==> src/rtl/clock_startup_regs.svh <==
`ifndef CLOCK_STARTUP_REGS_SVH
`define CLOCK_STARTUP_REGS_SVH

// Register offsets on the plain register port
`define TRIM_REG_OFS      8'h00
`define STATUS_REG_OFS    8'h01

// Status register field positions
`define STAT_STATE_LSB    0
`define STAT_RUN_BIT      3
`define STAT_DIV8_BIT     4
`define STAT_ERR_BIT      5
`define STAT_LF_BIT       6
`define STAT_RC_BIT       7

// Clock source select codes
`define CKSRC_LF_SHORT    4'h6
`define CKSRC_LF_LONG     4'h7
`define CKSRC_RC          4'h2

// Start-up time codes
`define DELAY_NONE        2'h0
`define DELAY_SHORT       2'h1
`define DELAY_LONG        2'h2
`define DELAY_RESERVED    2'h3

// Reset values
`define TRIM_RESET        7'h00
`define DIV8_RESET        1'b1

// Timing counts, in cycles of the clock that is counted
`define RESET_SEL_CYCLES  14
`define WAKE_RC_CYCLES    6
`define WAKE_LF_SHORT     1024
`define WAKE_LF_LONG      32768
`define WDT_SHORT_CYCLES  4096
`define WDT_LONG_CYCLES   65536
`define SETTLE_CYCLES     2'h3

`endif

==> src/rtl/clock_startup_pkg.sv <==
package clock_startup_pkg;

  typedef enum logic [2:0] {
    ST_HOLD  = 3'h0,
    ST_MS    = 3'h1,
    ST_CK14  = 3'h3,
    ST_RUN   = 3'h2,
    ST_SLEEP = 3'h6,
    ST_WAKE  = 3'h7,
    ST_FAULT = 3'h5
  } startup_state_t;

  typedef struct packed {
    logic       divide_by_eight_fuse;
    logic [1:0] startup_time_fuses;
    logic [3:0] clock_source_select_fuses;
  } fuse_t;

  typedef struct packed {
    logic       wr;
    logic       rd;
    logic [7:0] addr;
    logic [7:0] wdata;
  } reg_req_t;

  typedef struct packed {
    startup_state_t st;
    fuse_t          fuse;
    logic [1:0]     settle;
    logic           wdt_prev;
    logic           sel_prev;
    logic [6:0]     rc_trim_value;
    logic [7:0]     rdata;
    logic           run;
    logic           div8;
    logic           cfg_err;
    logic           lf_src;
    logic           rc_src;
    logic           pins_en;
  } top_state_t;

endpackage

==> src/rtl/bit_sync.sv <==
`timescale 1ns/1ns
`default_nettype none

module bit_sync #(
  parameter int W = 1
) (
  input  wire logic         i_clk,
  input  wire logic         i_rst_n,
  input  wire logic         i_ce,
  input  wire logic [W-1:0] i_async,
  output logic      [W-1:0] o_sync
);

  typedef struct packed {
    logic [W-1:0] meta;
    logic [W-1:0] stab;
  } sync_state_t;

  sync_state_t q_r;
  sync_state_t q_nxt;

  // First stage feeds only the second
  genvar g;
  for (g = 0; g < W; g++) begin : g_bit
    always_comb begin
      q_nxt.meta[g] = i_async[g];
      q_nxt.stab[g] = q_r.meta[g];
    end
  end

  always_ff @(posedge i_clk or negedge i_rst_n) begin
    if (!i_rst_n) begin
      q_r <= '0;
    end else if (i_ce) begin
      q_r <= q_nxt;
    end
  end

  assign o_sync = q_r.stab;

endmodule
`default_nettype wire

==> src/rtl/event_counter.sv <==
`timescale 1ns/1ns
`default_nettype none

module event_counter #(
  parameter int W = 17
) (
  input  wire logic         i_clk,
  input  wire logic         i_rst_n,
  input  wire logic         i_ce,
  input  wire logic         i_load,
  input  wire logic [W-1:0] i_load_val,
  input  wire logic         i_tick,
  output logic              o_busy
);

  typedef struct packed {
    logic         busy;
    logic [W-1:0] cnt;
  } cnt_state_t;

  cnt_state_t q_r;
  cnt_state_t q_nxt;

  // Load wins over a tick in the same cycle
  always_comb begin
    q_nxt = q_r;
    if (i_load) begin
      q_nxt.busy = 1'b1;
      q_nxt.cnt  = i_load_val;
    end else if (q_r.busy && i_tick) begin
      q_nxt.cnt = q_r.cnt - 1'b1;
      if (q_r.cnt <= {{(W-1){1'b0}}, 1'b1}) begin
        q_nxt.busy = 1'b0;
      end
    end
  end

  always_ff @(posedge i_clk or negedge i_rst_n) begin
    if (!i_rst_n) begin
      q_r <= '0;
    end else if (i_ce) begin
      q_r <= q_nxt;
    end
  end

  assign o_busy = q_r.busy;

endmodule
`default_nettype wire

==> src/rtl/clock_source_startup_select.sv <==
// Notes on behaviour
// - Source codes 0110 and 0111 select the 32.768 kHz crystal.
// - Crystal start codes: 00 14 clocks, 01 adds 4.1 ms, 10 65 ms.
// - Crystal wake delay: 1K clocks for 0110, 32K clocks for 0111.
// - Source code 0010 selects the internal 8 MHz RC oscillator.
// - Programmed divide fuse divides RC clock by eight at start-up.
// - Reset copies the factory calibration byte into the trim register.
// - Reset time-out stays timed by the watchdog oscillator.
// - RC wake delay 6 clocks; reset delay as crystal, code 11 reserved.
// - With RC selected the crystal pins serve the timer oscillator.
// - Trim register holds a 7-bit trim value in bits 6 to 0.
// - Trim zero is slowest, larger is faster, 0x7F fastest.
// - Frequency spans 50-100%, 75-150%, 100-200% at 00, 3F, 7F.
// - A fuse reading one is unprogrammed, zero is programmed.
// - Millisecond delays count 4,096 or 65,536 watchdog cycles.
//
// The implementer's own choices: strobed register access and the address map.
`timescale 1ns/1ns
`default_nettype none
`include "clock_startup_regs.svh"

module clock_source_startup_select #(
  parameter int WDT_SHORT = `WDT_SHORT_CYCLES,
  parameter int WDT_LONG  = `WDT_LONG_CYCLES,
  parameter int LF_LONG   = `WAKE_LF_LONG
) (
  input  wire logic                     i_mclk,
  input  wire logic                     i_nrst,
  input  wire logic                     i_ce,
  input  wire clock_startup_pkg::fuse_t i_fuses,
  input  wire logic [6:0]               i_cal_byte,
  input  wire logic                     i_wdt_osc,
  input  wire logic                     i_sel_osc,
  input  wire logic                     i_sleep,
  input  wire logic [7:0]               i_addr,
  input  wire logic [7:0]               i_wdata,
  input  wire logic                     i_wr,
  input  wire logic                     i_rd,
  output logic [7:0]                    o_rdata,
  output logic [6:0]                    o_rc_trim_value,
  output logic                          o_cpu_run,
  output logic                          o_div8_active,
  output logic                          o_lf_xtal_sel,
  output logic                          o_rc_osc_sel,
  output logic                          o_timer_osc_pins_en,
  output logic                          o_cfg_err
);

  ////////////////////////////////////////////////////////////////////////
  // Reset release and pin synchronisers

  logic [1:0] rst_pipe_r;
  logic       rst_n;

  always_ff @(posedge i_mclk or negedge i_nrst) begin
    if (!i_nrst) begin
      rst_pipe_r <= 2'h0;
    end else if (i_ce) begin
      rst_pipe_r <= {rst_pipe_r[0], 1'b1};
    end
  end

  assign rst_n = rst_pipe_r[1];

  clock_startup_pkg::fuse_t fuse_sync;
  logic                     wdt_sync;
  logic                     sel_sync;
  logic                     sleep_sync;

  // Fuses and oscillators all come from outside this clock domain
  bit_sync #(.W(10)) u_sync (
    .i_clk   (i_mclk),
    .i_rst_n (rst_n),
    .i_ce    (i_ce),
    .i_async ({i_fuses, i_wdt_osc, i_sel_osc, i_sleep}),
    .o_sync  ({fuse_sync, wdt_sync, sel_sync, sleep_sync})
  );

  ////////////////////////////////////////////////////////////////////////
  // Cycle counters

  clock_startup_pkg::top_state_t q_r;
  clock_startup_pkg::top_state_t q_nxt;
  clock_startup_pkg::reg_req_t   req;

  logic        sel_load;
  logic [16:0] sel_val;
  logic        sel_busy;
  logic        wdt_load;
  logic [16:0] wdt_val;
  logic        wdt_busy;
  logic        sel_edge;
  logic        wdt_edge;
  logic        lf_code;
  logic        rc_code;

  assign req = '{wr: i_wr, rd: i_rd, addr: i_addr, wdata: i_wdata};
  assign sel_edge = sel_sync & ~q_r.sel_prev;
  assign wdt_edge = wdt_sync & ~q_r.wdt_prev;

  event_counter #(.W(17)) u_sel_cnt (
    .i_clk      (i_mclk),
    .i_rst_n    (rst_n),
    .i_ce       (i_ce),
    .i_load     (sel_load),
    .i_load_val (sel_val),
    .i_tick     (sel_edge),
    .o_busy     (sel_busy)
  );

  // Watchdog oscillator times the millisecond part of the reset delay whatever the source
  event_counter #(.W(17)) u_wdt_cnt (
    .i_clk      (i_mclk),
    .i_rst_n    (rst_n),
    .i_ce       (i_ce),
    .i_load     (wdt_load),
    .i_load_val (wdt_val),
    .i_tick     (wdt_edge),
    .o_busy     (wdt_busy)
  );

  ////////////////////////////////////////////////////////////////////////
  // Sequencer and registers

  always_comb begin
    q_nxt          = q_r;
    sel_load       = 1'b0;
    sel_val        = 17'h00000;
    wdt_load       = 1'b0;
    wdt_val        = 17'h00000;
    lf_code        = 1'b0;
    rc_code        = 1'b0;
    q_nxt.sel_prev = sel_sync;
    q_nxt.wdt_prev = wdt_sync;
    q_nxt.rdata    = 8'h00;

    unique case (q_r.st)
      clock_startup_pkg::ST_HOLD: begin
        q_nxt.rc_trim_value = i_cal_byte;
        q_nxt.fuse          = fuse_sync;
        if (q_r.settle != `SETTLE_CYCLES) begin
          q_nxt.settle = q_r.settle + 2'h1;
        end else begin
          lf_code = (fuse_sync.clock_source_select_fuses
                     == `CKSRC_LF_SHORT) ||
                    (fuse_sync.clock_source_select_fuses
                     == `CKSRC_LF_LONG);
          rc_code = fuse_sync.clock_source_select_fuses
                    == `CKSRC_RC;
          if (!(lf_code || rc_code) ||
              fuse_sync.startup_time_fuses == `DELAY_RESERVED) begin
            q_nxt.st      = clock_startup_pkg::ST_FAULT;
            q_nxt.cfg_err = 1'b1;
          end else begin
            q_nxt.lf_src  = lf_code;
            q_nxt.rc_src  = rc_code;
            q_nxt.pins_en = rc_code;
            // Zero means programmed
            q_nxt.div8 = rc_code & ~fuse_sync.divide_by_eight_fuse;
            if (fuse_sync.startup_time_fuses == `DELAY_NONE) begin
              q_nxt.st = clock_startup_pkg::ST_CK14;
              sel_load = 1'b1;
              sel_val  = 17'(`RESET_SEL_CYCLES);
            end else begin
              q_nxt.st = clock_startup_pkg::ST_MS;
              wdt_load = 1'b1;
              wdt_val  = (fuse_sync.startup_time_fuses == `DELAY_SHORT) ?
                         17'(WDT_SHORT) : 17'(WDT_LONG);
            end
          end
        end
      end
      clock_startup_pkg::ST_MS: begin
        if (!wdt_busy) begin
          q_nxt.st = clock_startup_pkg::ST_CK14;
          sel_load = 1'b1;
          sel_val  = 17'(`RESET_SEL_CYCLES);
        end
      end
      clock_startup_pkg::ST_CK14: begin
        if (!sel_busy) begin
          q_nxt.st  = clock_startup_pkg::ST_RUN;
          q_nxt.run = 1'b1;
        end
      end
      clock_startup_pkg::ST_RUN: begin
        if (sleep_sync) begin
          q_nxt.st  = clock_startup_pkg::ST_SLEEP;
          q_nxt.run = 1'b0;
        end
      end
      clock_startup_pkg::ST_SLEEP: begin
        if (!sleep_sync) begin
          q_nxt.st = clock_startup_pkg::ST_WAKE;
          sel_load = 1'b1;
          if (q_r.rc_src) begin
            sel_val = 17'(`WAKE_RC_CYCLES);
          end else if (q_r.fuse.clock_source_select_fuses[0]) begin
            sel_val = 17'(LF_LONG);
          end else begin
            sel_val = 17'(`WAKE_LF_SHORT);
          end
        end
      end
      clock_startup_pkg::ST_WAKE: begin
        if (!sel_busy) begin
          q_nxt.st  = clock_startup_pkg::ST_RUN;
          q_nxt.run = 1'b1;
        end
      end
      clock_startup_pkg::ST_FAULT: begin
        // Reserved settings never start the core
        q_nxt.run = 1'b0;
      end
      default: begin
        q_nxt.st = clock_startup_pkg::ST_FAULT;
      end
    endcase

    // Oscillator frequency rises monotonically with the trim value
    if (req.wr && req.addr == `TRIM_REG_OFS &&
        q_r.st != clock_startup_pkg::ST_HOLD) begin
      q_nxt.rc_trim_value = req.wdata[6:0];
    end

    if (req.rd) begin
      if (req.addr == `TRIM_REG_OFS) begin
        q_nxt.rdata = {1'b0, q_r.rc_trim_value};
      end else if (req.addr == `STATUS_REG_OFS) begin
        q_nxt.rdata[`STAT_STATE_LSB +: 3] = q_r.st;
        q_nxt.rdata[`STAT_RUN_BIT]        = q_r.run;
        q_nxt.rdata[`STAT_DIV8_BIT]       = q_r.div8;
        q_nxt.rdata[`STAT_ERR_BIT]        = q_r.cfg_err;
        q_nxt.rdata[`STAT_LF_BIT]         = q_r.lf_src;
        q_nxt.rdata[`STAT_RC_BIT]         = q_r.rc_src;
      end
    end
  end

  always_ff @(posedge i_mclk or negedge rst_n) begin
    if (!rst_n) begin
      q_r               <= '0;
      q_r.st            <= clock_startup_pkg::ST_HOLD;
      q_r.rc_trim_value <= `TRIM_RESET;
      q_r.div8          <= `DIV8_RESET;
    end else if (i_ce) begin
      q_r <= q_nxt;
    end
  end

  assign o_rdata             = q_r.rdata;
  assign o_rc_trim_value     = q_r.rc_trim_value;
  assign o_cpu_run           = q_r.run;
  assign o_div8_active       = q_r.div8;
  assign o_lf_xtal_sel       = q_r.lf_src;
  assign o_rc_osc_sel        = q_r.rc_src;
  assign o_timer_osc_pins_en = q_r.pins_en;
  assign o_cfg_err           = q_r.cfg_err;
endmodule
`default_nettype wire

==> config.mk <==
export PLATFORM = sky130hd
export DESIGN_NAME = clock_source_startup_select
export DESIGN_NICKNAME = d
export VERILOG_FILES = /design/src/rtl/clock_startup_pkg.sv /design/src/rtl/bit_sync.sv /design/src/rtl/event_counter.sv /design/src/rtl/clock_source_startup_select.sv
export VERILOG_INCLUDE_DIRS = /design/src /design/src/rtl
export SDC_FILE = /design/constraint.sdc
export NUM_CORES = 1
export LEC_CHECK = 0
export ABC_AREA = 1
export BUFFER_PORTS_ARGS = -buffer_cell sky130_fd_sc_hd__buf_2
export CORE_ASPECT_RATIO = 1.1
export CORE_MARGIN = 2
export CORE_UTILIZATION = 40
export DETAILED_ROUTE_END_ITERATION = 7
export HOLD_SLACK_MARGIN = 0.08
export RECOVER_POWER = 100
export SYNTH_ARGS = -nofsm -noshare
export SYNTH_HDL_FRONTEND = slang
export SYNTH_HIERARCHICAL = 1
export SYNTH_SLANG_ARGS = --single-unit
==> constraint.sdc <==
create_clock -name i_mclk -period 2.6 [get_ports i_mclk]
set_clock_uncertainty 0.2 [all_clocks]
set_input_delay 0.52 -clock i_mclk [delete_from_list [all_inputs] [get_ports i_mclk]]
set_output_delay 0.52 -clock i_mclk [all_outputs]
set_load 0.01 [all_outputs]
== Word level (Yosys, flattened, before mapping) ==
Cells that the tools add are included.
Word-level totals
  input port bits: 38
  word-level logic and storage cells: 126
  output and inout port bits: 21
  bits in registers: 86
Operators by class
  $lt $le $gt $ge: 2
  add/sub/neg operators: 3
  equality and inequality tests: 18
  mux-type cells: 45
  bitwise logic cells: 9
  reductions and logical operators: 30
Operator list (number)
  two-way mux 17 bit: 5
  two-way mux 18 bit: 4
  case mux 17 bit (3 select lines): 1
  two-way mux 16 bit: 3
  <= comparator 17 x 1 -> 1 bit (second input constant): 2
  subtractor 17 x 1 -> 17 bit (second input constant): 2
  two-way mux 8 bit: 3
  two-way mux 3 bit: 6
  case mux 3 bit (6 select lines): 1
  two-way mux 4 bit: 4
  two-way mux 7 bit: 2
  two-way mux 1 bit: 13
  AND reduction 4 bit: 3
  inequality test 2 bit (second input constant): 5
  nonzero test 2 bit: 5
  == test 3 bit (second input constant): 3
  AND reduction 3 bit: 3
  == test 4 x 3 -> 1 bit (second input constant): 2
  == test 8 x 1 -> 1 bit (second input constant): 1
  logical NOT 8 bit: 1
  AND reduction 2 bit: 4
  AND reduction 7 bit: 1
  == test 3 x 2 -> 1 bit (second input constant): 2
  NOT 1 bit: 6
  other kinds (16): 25

== Longest topological paths before layout ==
Gate-level depths: netlist of the first run.
  depth in word-level cells: 10
  mapped depth: 14
  gate-level depth less buffers: 12

== Cells and area by module ==
The synthesis of the first run kept the hierarchy.
By module, submodules not included
  clock_source_startup_select: instances 1, seq. area each 752.0 µm², area an instance 2006.9 µm², cells each 257
  event_counter at u_sel_cnt: instances 1, seq. area each 450.4 µm², area an instance 1380.1 µm², cells each 217
  event_counter at u_wdt_cnt: instances 1, seq. area each 450.4 µm², area an instance 1366.3 µm², cells each 217
  bit_sync: instances 1, seq. area each 500.5 µm², area an instance 767.0 µm², cells each 85

== Worst setup path after synthesis of the first run ==
No wires, ideal clock.
  path kind: flip-flop to flip-flop
  from: register, netlist name rst_pipe_r[1]
  to: register rst_pipe_r[1]
  stages on the path, launching flop included: 3
  data arrival time: 2.342 ns
  data required time: 2.327 ns
  setup slack: -0.015 ns
  path buffers: 0
  library setup time: 0.073 ns
  period minus slack after synthesis: 2.615 ns
  path through: dfrtp_1 > nand2_1 > nand2_1
RTL lines
  end signal, assigned: line clock_source_startup_select.sv:59  | rst_pipe_r <= {rst_pipe_r[0], 1'b1};
  end, declared: line clock_source_startup_select.sv:52  | logic [1:0] rst_pipe_r;

== Worst setup path after layout of the first run ==
  from: input port i_ce
  to: register q_r (netlist bit o_rc_trim_value[5])
On the way
  word-level cells in the longest chain between the ends: 1
Ends and longest elaborated chain
  start, declared: line clock_source_startup_select.sv:29  | input wire logic i_ce,
  AND reduction 2 bit (no line)
  end signal, assigned: line clock_source_startup_select.sv:247  | q_r <= q_nxt;
  end, declared: line clock_source_startup_select.sv:82  | clock_startup_pkg::top_state_t q_r;
Every way passes these cells.
A chain may end at the register's enable or synchronous reset.

==> results of run 1 <==
state kept, by name, indices dropped and copies added (netlist names), 2 cells and up:
register,count
o_rc_trim_value,7
rst_pipe_r,2
u_sync/q_nxt,10
q_r,8
o_rdata,8
u_sync/o_sync,10
u_sel_cnt/q_r,17
u_wdt_cnt/q_r,17
worst max-delay path by stage:
stage	endpoint	cells after the start	start	slack, ns
6_report	o_rc_trim_value[5]	6	i_ce	0.23
5_1_grt	u_sel_cnt/o_busy	13	q_r[32]	0.01
4_1_cts	u_wdt_cnt/q_r[8]	12	q_r[33]	0.04
3_5_place_dp	u_wdt_cnt/q_r[8]	12	q_r[33]	0.07
3_3_place_gp	u_wdt_cnt/q_r[8]	12	q_r[33]	0.08
2_1_floorplan	u_wdt_cnt/o_busy	14	q_r[32]	0.40
power groups by stage:
stage | clock (mW) | combinational, mW | sequential, mW
final | 1.44 | 2.14 | 2.03
after global routing | 1.53 | 2.49 | 2.09
after CTS | 1.48 | 2.19 | 2.03
after detailed placement | 0 | 2.17 | 2.06
after global placement | 0 | 2.16 | 2.05
after floorplan | 0 | 1.85 | 1.97
critical path, stage by stage:
cell and delay [ns]:
sky130_fd_sc_hd__buf_2 0.33, sky130_fd_sc_hd__clkbuf_1 0.54, sky130_fd_sc_hd__nand2_1 0.50, sky130_fd_sc_hd__nand2_1 0.35
sky130_fd_sc_hd__nand3_1 0.12, sky130_fd_sc_hd__nand2_1 0.09
metrics by stage:
step	util	cell area, um^2	std cells
floorplan	-	5620	802
detailed placement	0.435	5920	1017
CTS	0.460	6260	1034
global route	0.455	6210	1036
finish	0.455	6210	1036
global placement	0.435	5920	1017
metal layers:
layer,vias up,routed length [um]
li1,2530,-
met1,2101,5720
met2,63,5210
met3,17,371
met4,0,288
met5,-,0
cells in the mapped netlist, types with 2 or more instances:
cell type and instances:
sky130_fd_sc_hd__dfrtp_1 85, sky130_fd_sc_hd__nor2_8 6, sky130_fd_sc_hd__nand3_2 4, sky130_fd_sc_hd__nand2_2 9
sky130_fd_sc_hd__nand2_4 6, sky130_fd_sc_hd__nor2_1 93, sky130_fd_sc_hd__nor2_2 14, sky130_fd_sc_hd__o21ai_1 13
sky130_fd_sc_hd__o21ai_0 22, sky130_fd_sc_hd__nand2_8 2, sky130_fd_sc_hd__buf_2 8, sky130_fd_sc_hd__a22o_1 2
sky130_fd_sc_hd__o21ai_2 3, sky130_fd_sc_hd__inv_2 9, sky130_fd_sc_hd__nor2_4 6, sky130_fd_sc_hd__nand4_1 12
sky130_fd_sc_hd__nand2_1 274, sky130_fd_sc_hd__inv_1 71, sky130_fd_sc_hd__nand3_1 76, sky130_fd_sc_hd__ha_1 5
sky130_fd_sc_hd__a21oi_1 4, sky130_fd_sc_hd__o211ai_1 3, sky130_fd_sc_hd__buf_6 7, sky130_fd_sc_hd__or2_1 2
sky130_fd_sc_hd__clkbuf_1 2, sky130_fd_sc_hd__buf_4 20, sky130_fd_sc_hd__a31oi_1 2, sky130_fd_sc_hd__nor3_1 4
final cells by class:
type | count | area [um^2] | share of cell area
inverter | 81 | 314 | 0.0506
multi-input combinational | 597 | 2820 | 0.455
clock buffer | 9 | 225 | 0.0363
sequential | 86 | 2150 | 0.347
tap | 188 | 235 | 0.0379
clock inverter | 7 | 103 | 0.0165
timing repair buffer | 68 | 350 | 0.0565
kinds of logic (layout without fill, tap and decap cells):
| group | after synthesis | count (layout) | share of synthesized area |
|---|---|---|---|
| other | 1 | 27 | 0.000679 |
| AND/OR/NAND/NOR | 512 | 512 | 0.432 |
| AO/OA/AOI/OAI | 51 | 51 | 0.0526 |
| adder cells (fa/ha/maj) | 5 | 5 | 0.0113 |
| XOR/XNOR | 1 | 1 | 0.00159 |
| multiplexers | 1 | 1 | 0.00272 |
| flip-flops | 86 | 86 | 0.390 |
| buffers and inverters | 119 | 165 | 0.109 |
repair_timing:
| action | CTS | global route |
|---|---|---|
| buffers inserted | 0 | 2 |
| hold buffers | 1 | 0 |
| setup endpoints to repair | 0 | 25 |
| hold endpoints to repair | 2 | 0 |
| gates resized for setup | 0 | 7 |
==> out/results.txt, run 1 <==
The pin count of the biggest net entering global routing was 47. Clock-pin slew on the worst setup and hold paths: 0.07 ns. Largest fanout of any net on the critical path: 18. The detail route stage leaves a number of antenna-violating nets equal to 0. The floorplan row count came out at 45. Setup repair after global routing left no endpoint under its margin.

The share of Yosys cell area claimed by the top area cell type works out to 0.385. For this run, design rule violations remaining after detail routing come to 0. The count of cell types in the netlist is 40.

The floorplan die height was 127 um; the final count of pins violating max slew was 40. Count of routing violations after the opening detailed-route iteration: 201. Class of the most critical setup path: in2reg.

The insertion delay of the later-clocked pin in the worst-skew pair was 0.35 ns. In the layout the commonest cells are sky130_fd_sc_hd__nand2_1, sky130_fd_sc_hd__nor2_1, sky130_fd_sc_hd__dfrtp_1. In this run the critical register-to-register path is captured at u_sel_cnt/q_r[4].

The final-stage net count is 886, and the maximum achievable frequency is 0.422 GHz. The tools report the aggregate negative setup slack as 0 ns. The number of cells on the worst reg-to-reg path is 11. For the starting utilization of the core area, the log shows 0.405. The synthesized design spends more area on one cell type than any other, namely sky130_fd_sc_hd__dfrtp_1.

The synthesized flop and latch total is 86. The number of cells traversed by the worst hold path was 3. After synthesis, the cell types taking the most area are sky130_fd_sc_hd__dfrtp_1, sky130_fd_sc_hd__nand2_1, sky130_fd_sc_hd__nand3_1. The fraction of the cycle the final worst path needs was 0.911.

During synthesis, Yosys emitted a total of 6 warnings. The logs give 0.390 for the sequential share of the synthesized area and 0.836 for the final weighted congestion in routability-driven placement. The layout overhead on the synthesized area was 12.4%; the total grt overflow was 0.

In this run the critical register-to-register path is launched from q_r[32]. TritonCTS built the clock tree. The kind of launch point of the worst setup path is an input port. For the summed instance area of the synthesized netlist, the log shows 5520 um^2. After legalization and detailed placement, the total HPWL measured 8210 um. The busiest metal layer after global routing is met2.

The via count of the first global-routing pass came out at 4529. The longest clock path from root to sink contains 2 buffers. The worst hold path begins at i_wdt_osc. Counting I/O delays and the setup requirement, the final critical path takes 2.37 ns.

During I/O placement, the number of pins put on the boundary was 59. The met2 capacity usage during global routing was 0.277. The antenna diode instance count was 0. For the power after layout, the log shows 5.61 mW.

Worst setup slack after layout: 0.231 ns. The share of flip-flops with an asynchronous set or reset after synthesis came out at 1.00. For the setup slack of the worst register-to-register path, the log shows 0.25 ns.

Leaving out fill and tap cells, the most frequent cell in the layout is sky130_fd_sc_hd__nand2_1. The logs give 3.26 mW for the total internal power and 14800 um^2 for the die area. IR analysis of the VDD net gives a maximum drop of 0.342 mV. For this block, the routed nets add up to 11600 um of wire.

The run gives 0.175 as the all-layer global routing usage. The tightest hold path in the finished design has a slack of 0.159 ns. The via total after detailed routing was 4711. CTS built an H-tree with a depth of 3. The run gives 13600 um^2 as the floorplan core area.

The logs give 0.0289 for the met3 usage and 2.69 ns for the critical path data required time. The tools report the clock share of power as 0.257. After filler insertion, the fill cell instance count of the layout stands at 1451. The actual slew at the worst max-slew pin came out at 1.67 ns.

In this run the worst hold path is classified as in2reg. The combinational share of power is 0.382, and the number of instances in the synthesized netlist is 776. The final number of hold-violating endpoints was 0; the average detailed-routed wire length per instance was 11.2 um.

Number of vias per cell: 4.55. The CTS buffer count is 9, and the detailed-router iteration count before antenna repair is 4. The die is 116 um wide. The global-route wire length before repair is 20800 um. The number of synthesized flops with an enable pin is 0, and the arrival time reported for the critical path endpoint is 2.46 ns. The post-synthesis area per instance is 7.11 um^2. CTS placed an instance of sky130_fd_sc_hd__clkbuf_16 at the clock tree root. The tools report the initial antenna violation count as 0.

The tools report the met1 usage in global routing as 0.234. The worst max-slew margin expressed relative to the limit came out at -0.115. The worst setup path is captured at a flip-flop. The tools report the leakage power as 3.31 nW. Among all flip-flop cells after synthesis, the most frequent one is sky130_fd_sc_hd__dfrtp_1. The tools report the portion of total power attributed to sequential cells as 0.362. In this run the tool buffered the top-level ports with 57 buffer cells. Setup violations remaining at the end of the flow were counted as 0. Endpoint of the worst hold path: u_sync/q_nxt[2]. The run finished, with violations left. Worst setup slack before clock tree synthesis: 0.0738 ns. The logs give 1 for the max-capacitance violation count and 86 for the CTS sink count. The final reports fail on max-capacitance violations, max-slew violations. Summed over all nets, the switching power comes to 2.35 mW. Switching share of power: 0.418. The power per standard cell area was 904 nW/um^2; the share of post-route cells with drive strength above 1 was 0.138.
(Power assumes the default switching activity.)
==> run 2: changes to the inputs <==
==> constraint.sdc (replaced) <==
create_clock -name i_mclk -period 2 [get_ports i_mclk]
set_clock_uncertainty 0.2 [all_clocks]
set_input_delay 0.4 -clock i_mclk [delete_from_list [all_inputs] [get_ports i_mclk]]
set_output_delay 0.4 -clock i_mclk [all_outputs]
set_load 0.01 [all_outputs]
==> run 2 against run 1 <==
Sequential share of layout area is 3.8 points lower. Wire length is 8.1% higher. Utilization is 5.7 points higher. Critical path type is now reg2reg. The run ends with negative setup slack left. Highest routed layer unchanged.
==> out/results.txt, run 2 (synthesis gave the netlist of run 1 again) <==
The flow ran to the end, but the final reports show violations. The checks that failed: negative setup slack. Class of the most critical setup path: reg2reg.

For the CTS buffer count, the log shows 9 (unchanged). The max-capacitance violation count came out at 0 (-1). Derived from the worst setup path, the maximum achievable clock frequency is 0.486 GHz. Detailed-route wire length: 12500 um (+8.1%). The critical path capture point type was a flip-flop.

The tools report the final count of pins violating max slew as 0 (-100%). The largest registers in the layout are u_sel_cnt/q_r (17), u_wdt_cnt/q_r (17). The layout overhead on the synthesized area was 26.6%; the detailed-router iteration count before antenna repair was 5 (+1). The worst setup path is launched from a flip-flop.

The leakage power came out at 3.65 nW (+10%). The minimum hold slack is 0.0868 ns (-0.0723 ns). The via count of the first global-routing pass was 4658 (+2.8%).

The worst max-slew margin expressed relative to the limit was 0.264 (+0.379); the area used by sequential logic in the layout was 2160 um^2 (+0.23%). The floorplan die height was 127 um (unchanged). The run gives 0 (unchanged) as the final number of hold-violating endpoints. The run gives -0.0563 ns (-0.287 ns) as the worst setup slack after layout. TritonCTS built the clock tree. The tools report the insertion delay of the later-clocked pin in the worst-skew pair as 0.35 ns (about the same). In the layout the commonest cells are sky130_fd_sc_hd__nand2_1, sky130_fd_sc_hd__dfrtp_1, sky130_fd_sc_hd__nand3_1. The pin count of the biggest net entering global routing came out at 44 (-6.4%).

The run gives 5 (+5) as the number of setup violations in the final report. The count of input and output buffers is 57 (unchanged), and the final antenna-violating net count is 0 (unchanged). The tools report the CTS sink count as 86 (unchanged). Initial antenna violation count: 0 (unchanged).

The run gives 2 (unchanged) as the maximum clock insertion buffer count. After layout, the minimum clock period comes to 2.06 ns. For the DRC violation count after routing, the log shows 0 (unchanged). The placed wire-length estimate is 8860 um (+7.9%), and the share of post-route cells with drive strength above 1 is 0.249 (+0.111). The critical path data required time is 2.03 ns (-0.66 ns), and the multi-input combinational cell area is 3050 um^2 (+7.8%).

The actual slew at the worst max-slew pin is 1.10 ns (-0.568 ns), and the final weighted congestion in routability-driven placement is 0.843 (+0.87%). The number of H-tree branching levels came out at 3 (unchanged). Cell chosen for the clock root: sky130_fd_sc_hd__clkbuf_16. The number of ports placed on the die boundary was 59 (unchanged); the largest voltage drop on the vdd net was 0.496 mV (+45%). The library cell used most frequently in the layout, excluding fill and tap cells, is sky130_fd_sc_hd__nand2_1.

The total grt overflow came out at 0 (unchanged). The run gives 2.09 ns (-0.37 ns) as the arrival time reported for the critical path endpoint. The via total after detailed routing is 4999 (+6.1%), and the number of vias per cell is 4.55 (+0.12%). The clock-pin slew on the worst setup and hold paths works out to 0.06 ns (about the same). The floorplan row count is 45 (unchanged), and the power per standard cell area is 1120 nW/um^2 (+24%). Average detailed-routed wire length per instance: 11.4 um (+2.0%). The aggregate negative setup slack was -0.108 ns (-0.108 ns); the power after layout was 7.85 mW (+40%). The core occupancy in the finished layout was 0.513 (+0.0574); the fraction of the cycle the final worst path needs was 1.03.

The floorplan die width is 116 um (unchanged), and the die area is 14800 um^2 (unchanged). The antenna diode instance count was 0 (unchanged). The run gives 1372 (-5.4%) as the number of filler instances in the final layout. The class of the tightest hold or removal check was reg2async. The final-stage net count was 948 (+7.0%); the all-layer global routing usage was 0.181 (+0.00586). The largest fanout of any net on the critical path is 5 (-13), and the floorplan core area is 13600 um^2 (unchanged). The global-route wire length before repair is 21600 um (+4.1%). Setup repair after global routing could not meet its margin everywhere. The run gives 0.405 (unchanged) as the starting utilization of the core area.

Count of routing violations after the opening detailed-route iteration: 225 (+12%).
-- run 2: cell types whose count changed in the layout (fill, tap and decap cells not counted), sizes merged --
cell / delta
dlygate4sd3: +11
bufinv: -1
clkinvlp: +1
buf: +48
clkbuf: +3
clkinv: +2
inv: -2
-- run 2: worst paths after layout --
check / end / slack (ns) / cells past startpoint / from
worst max-delay path: u_wdt_cnt/q_r[4] / -0.06 / 11 / q_r[32]
worst min-delay path: o_div8_active / 0.09 / 0 / rst_pipe_r[1]
worst max register to register: u_wdt_cnt/q_r[4] / -0.06 / 11 / q_r[32]
worst min register to register: o_div8_active / 0.09 / 0 / rst_pipe_r[1]
max in group asynchronous: u_wdt_cnt/q_r[14] / 0.45 / 1 / rst_pipe_r[1]
min in group i_mclk: o_rc_trim_value[2] / 0.17 / 5 / i_cal_byte[2]
-- run 2: final cells by class --
class / instances / share of cell area
multi-input combinational: 597 / 0.436
sequential: 86 / 0.309
timing repair buffer: 129 / 0.129
inverter: 81 / 0.0474
clock buffer: 10 / 0.0342
tap: 188 / 0.0337
clock inverter: 6 / 0.00985
timing repair inverter: 1 / 0.00107
-- run 2: what timing repair did --
action                                  4_1_cts  5_1_grt
hold endpoints to repair                     23        0
setup buffers                                 5        6
gates cloned                                  0        2
endpoints found under the setup margin       23       36
resized for setup                             8       68
hold buffers                                 12        0
pin swaps                                     6        8
-- run 2: metrics by stage --
step / instances / worst slack [ns] / cell area (um^2)
floorplan: 802 / 0.0161 / 5650
global placement: 1058 / -0.0650 / 6280
detailed placement: 1058 / -0.0815 / 6280
CTS: 1090 / -0.0155 / 6760
global route: 1098 / -0.169 / 6990
finish: 1098 / -0.0563 / 6990
-- run 2: critical path, stage by stage (launching register included) --
cell and delay (ns):
sky130_fd_sc_hd__dfrtp_2 0.47, sky130_fd_sc_hd__nor2_8 0.16, sky130_fd_sc_hd__nand2_8 0.07, sky130_fd_sc_hd__clkinv_8 0.05, sky130_fd_sc_hd__nand2_2 0.06, sky130_fd_sc_hd__nor3_4 0.22
sky130_fd_sc_hd__buf_6 0.14, sky130_fd_sc_hd__nand2_2 0.07, sky130_fd_sc_hd__nand2_4 0.12, sky130_fd_sc_hd__buf_4 0.12, sky130_fd_sc_hd__nand2_2 0.06, sky130_fd_sc_hd__a22o_1 0.21
-- run 2: routing by layer --
metal	track usage	vias to the layer above	wire length (um)
li1	-	2662	-
met1	0.248	2257	6160
met2	0.291	70	5820
met3	0.0337	10	399
met4	0.0546	0	150
met5	0	-	0
-- run 2: power breakdown --
part / internal (mW) / leakage, nW / total, mW / switching (mW)
Combinational: 1.41 / 2.45 / 3.48 / 2.07
Sequential: 2.17 / 1.05 / 2.64 / 0.469
Clock: 1.01 / 0.149 / 1.74 / 0.728
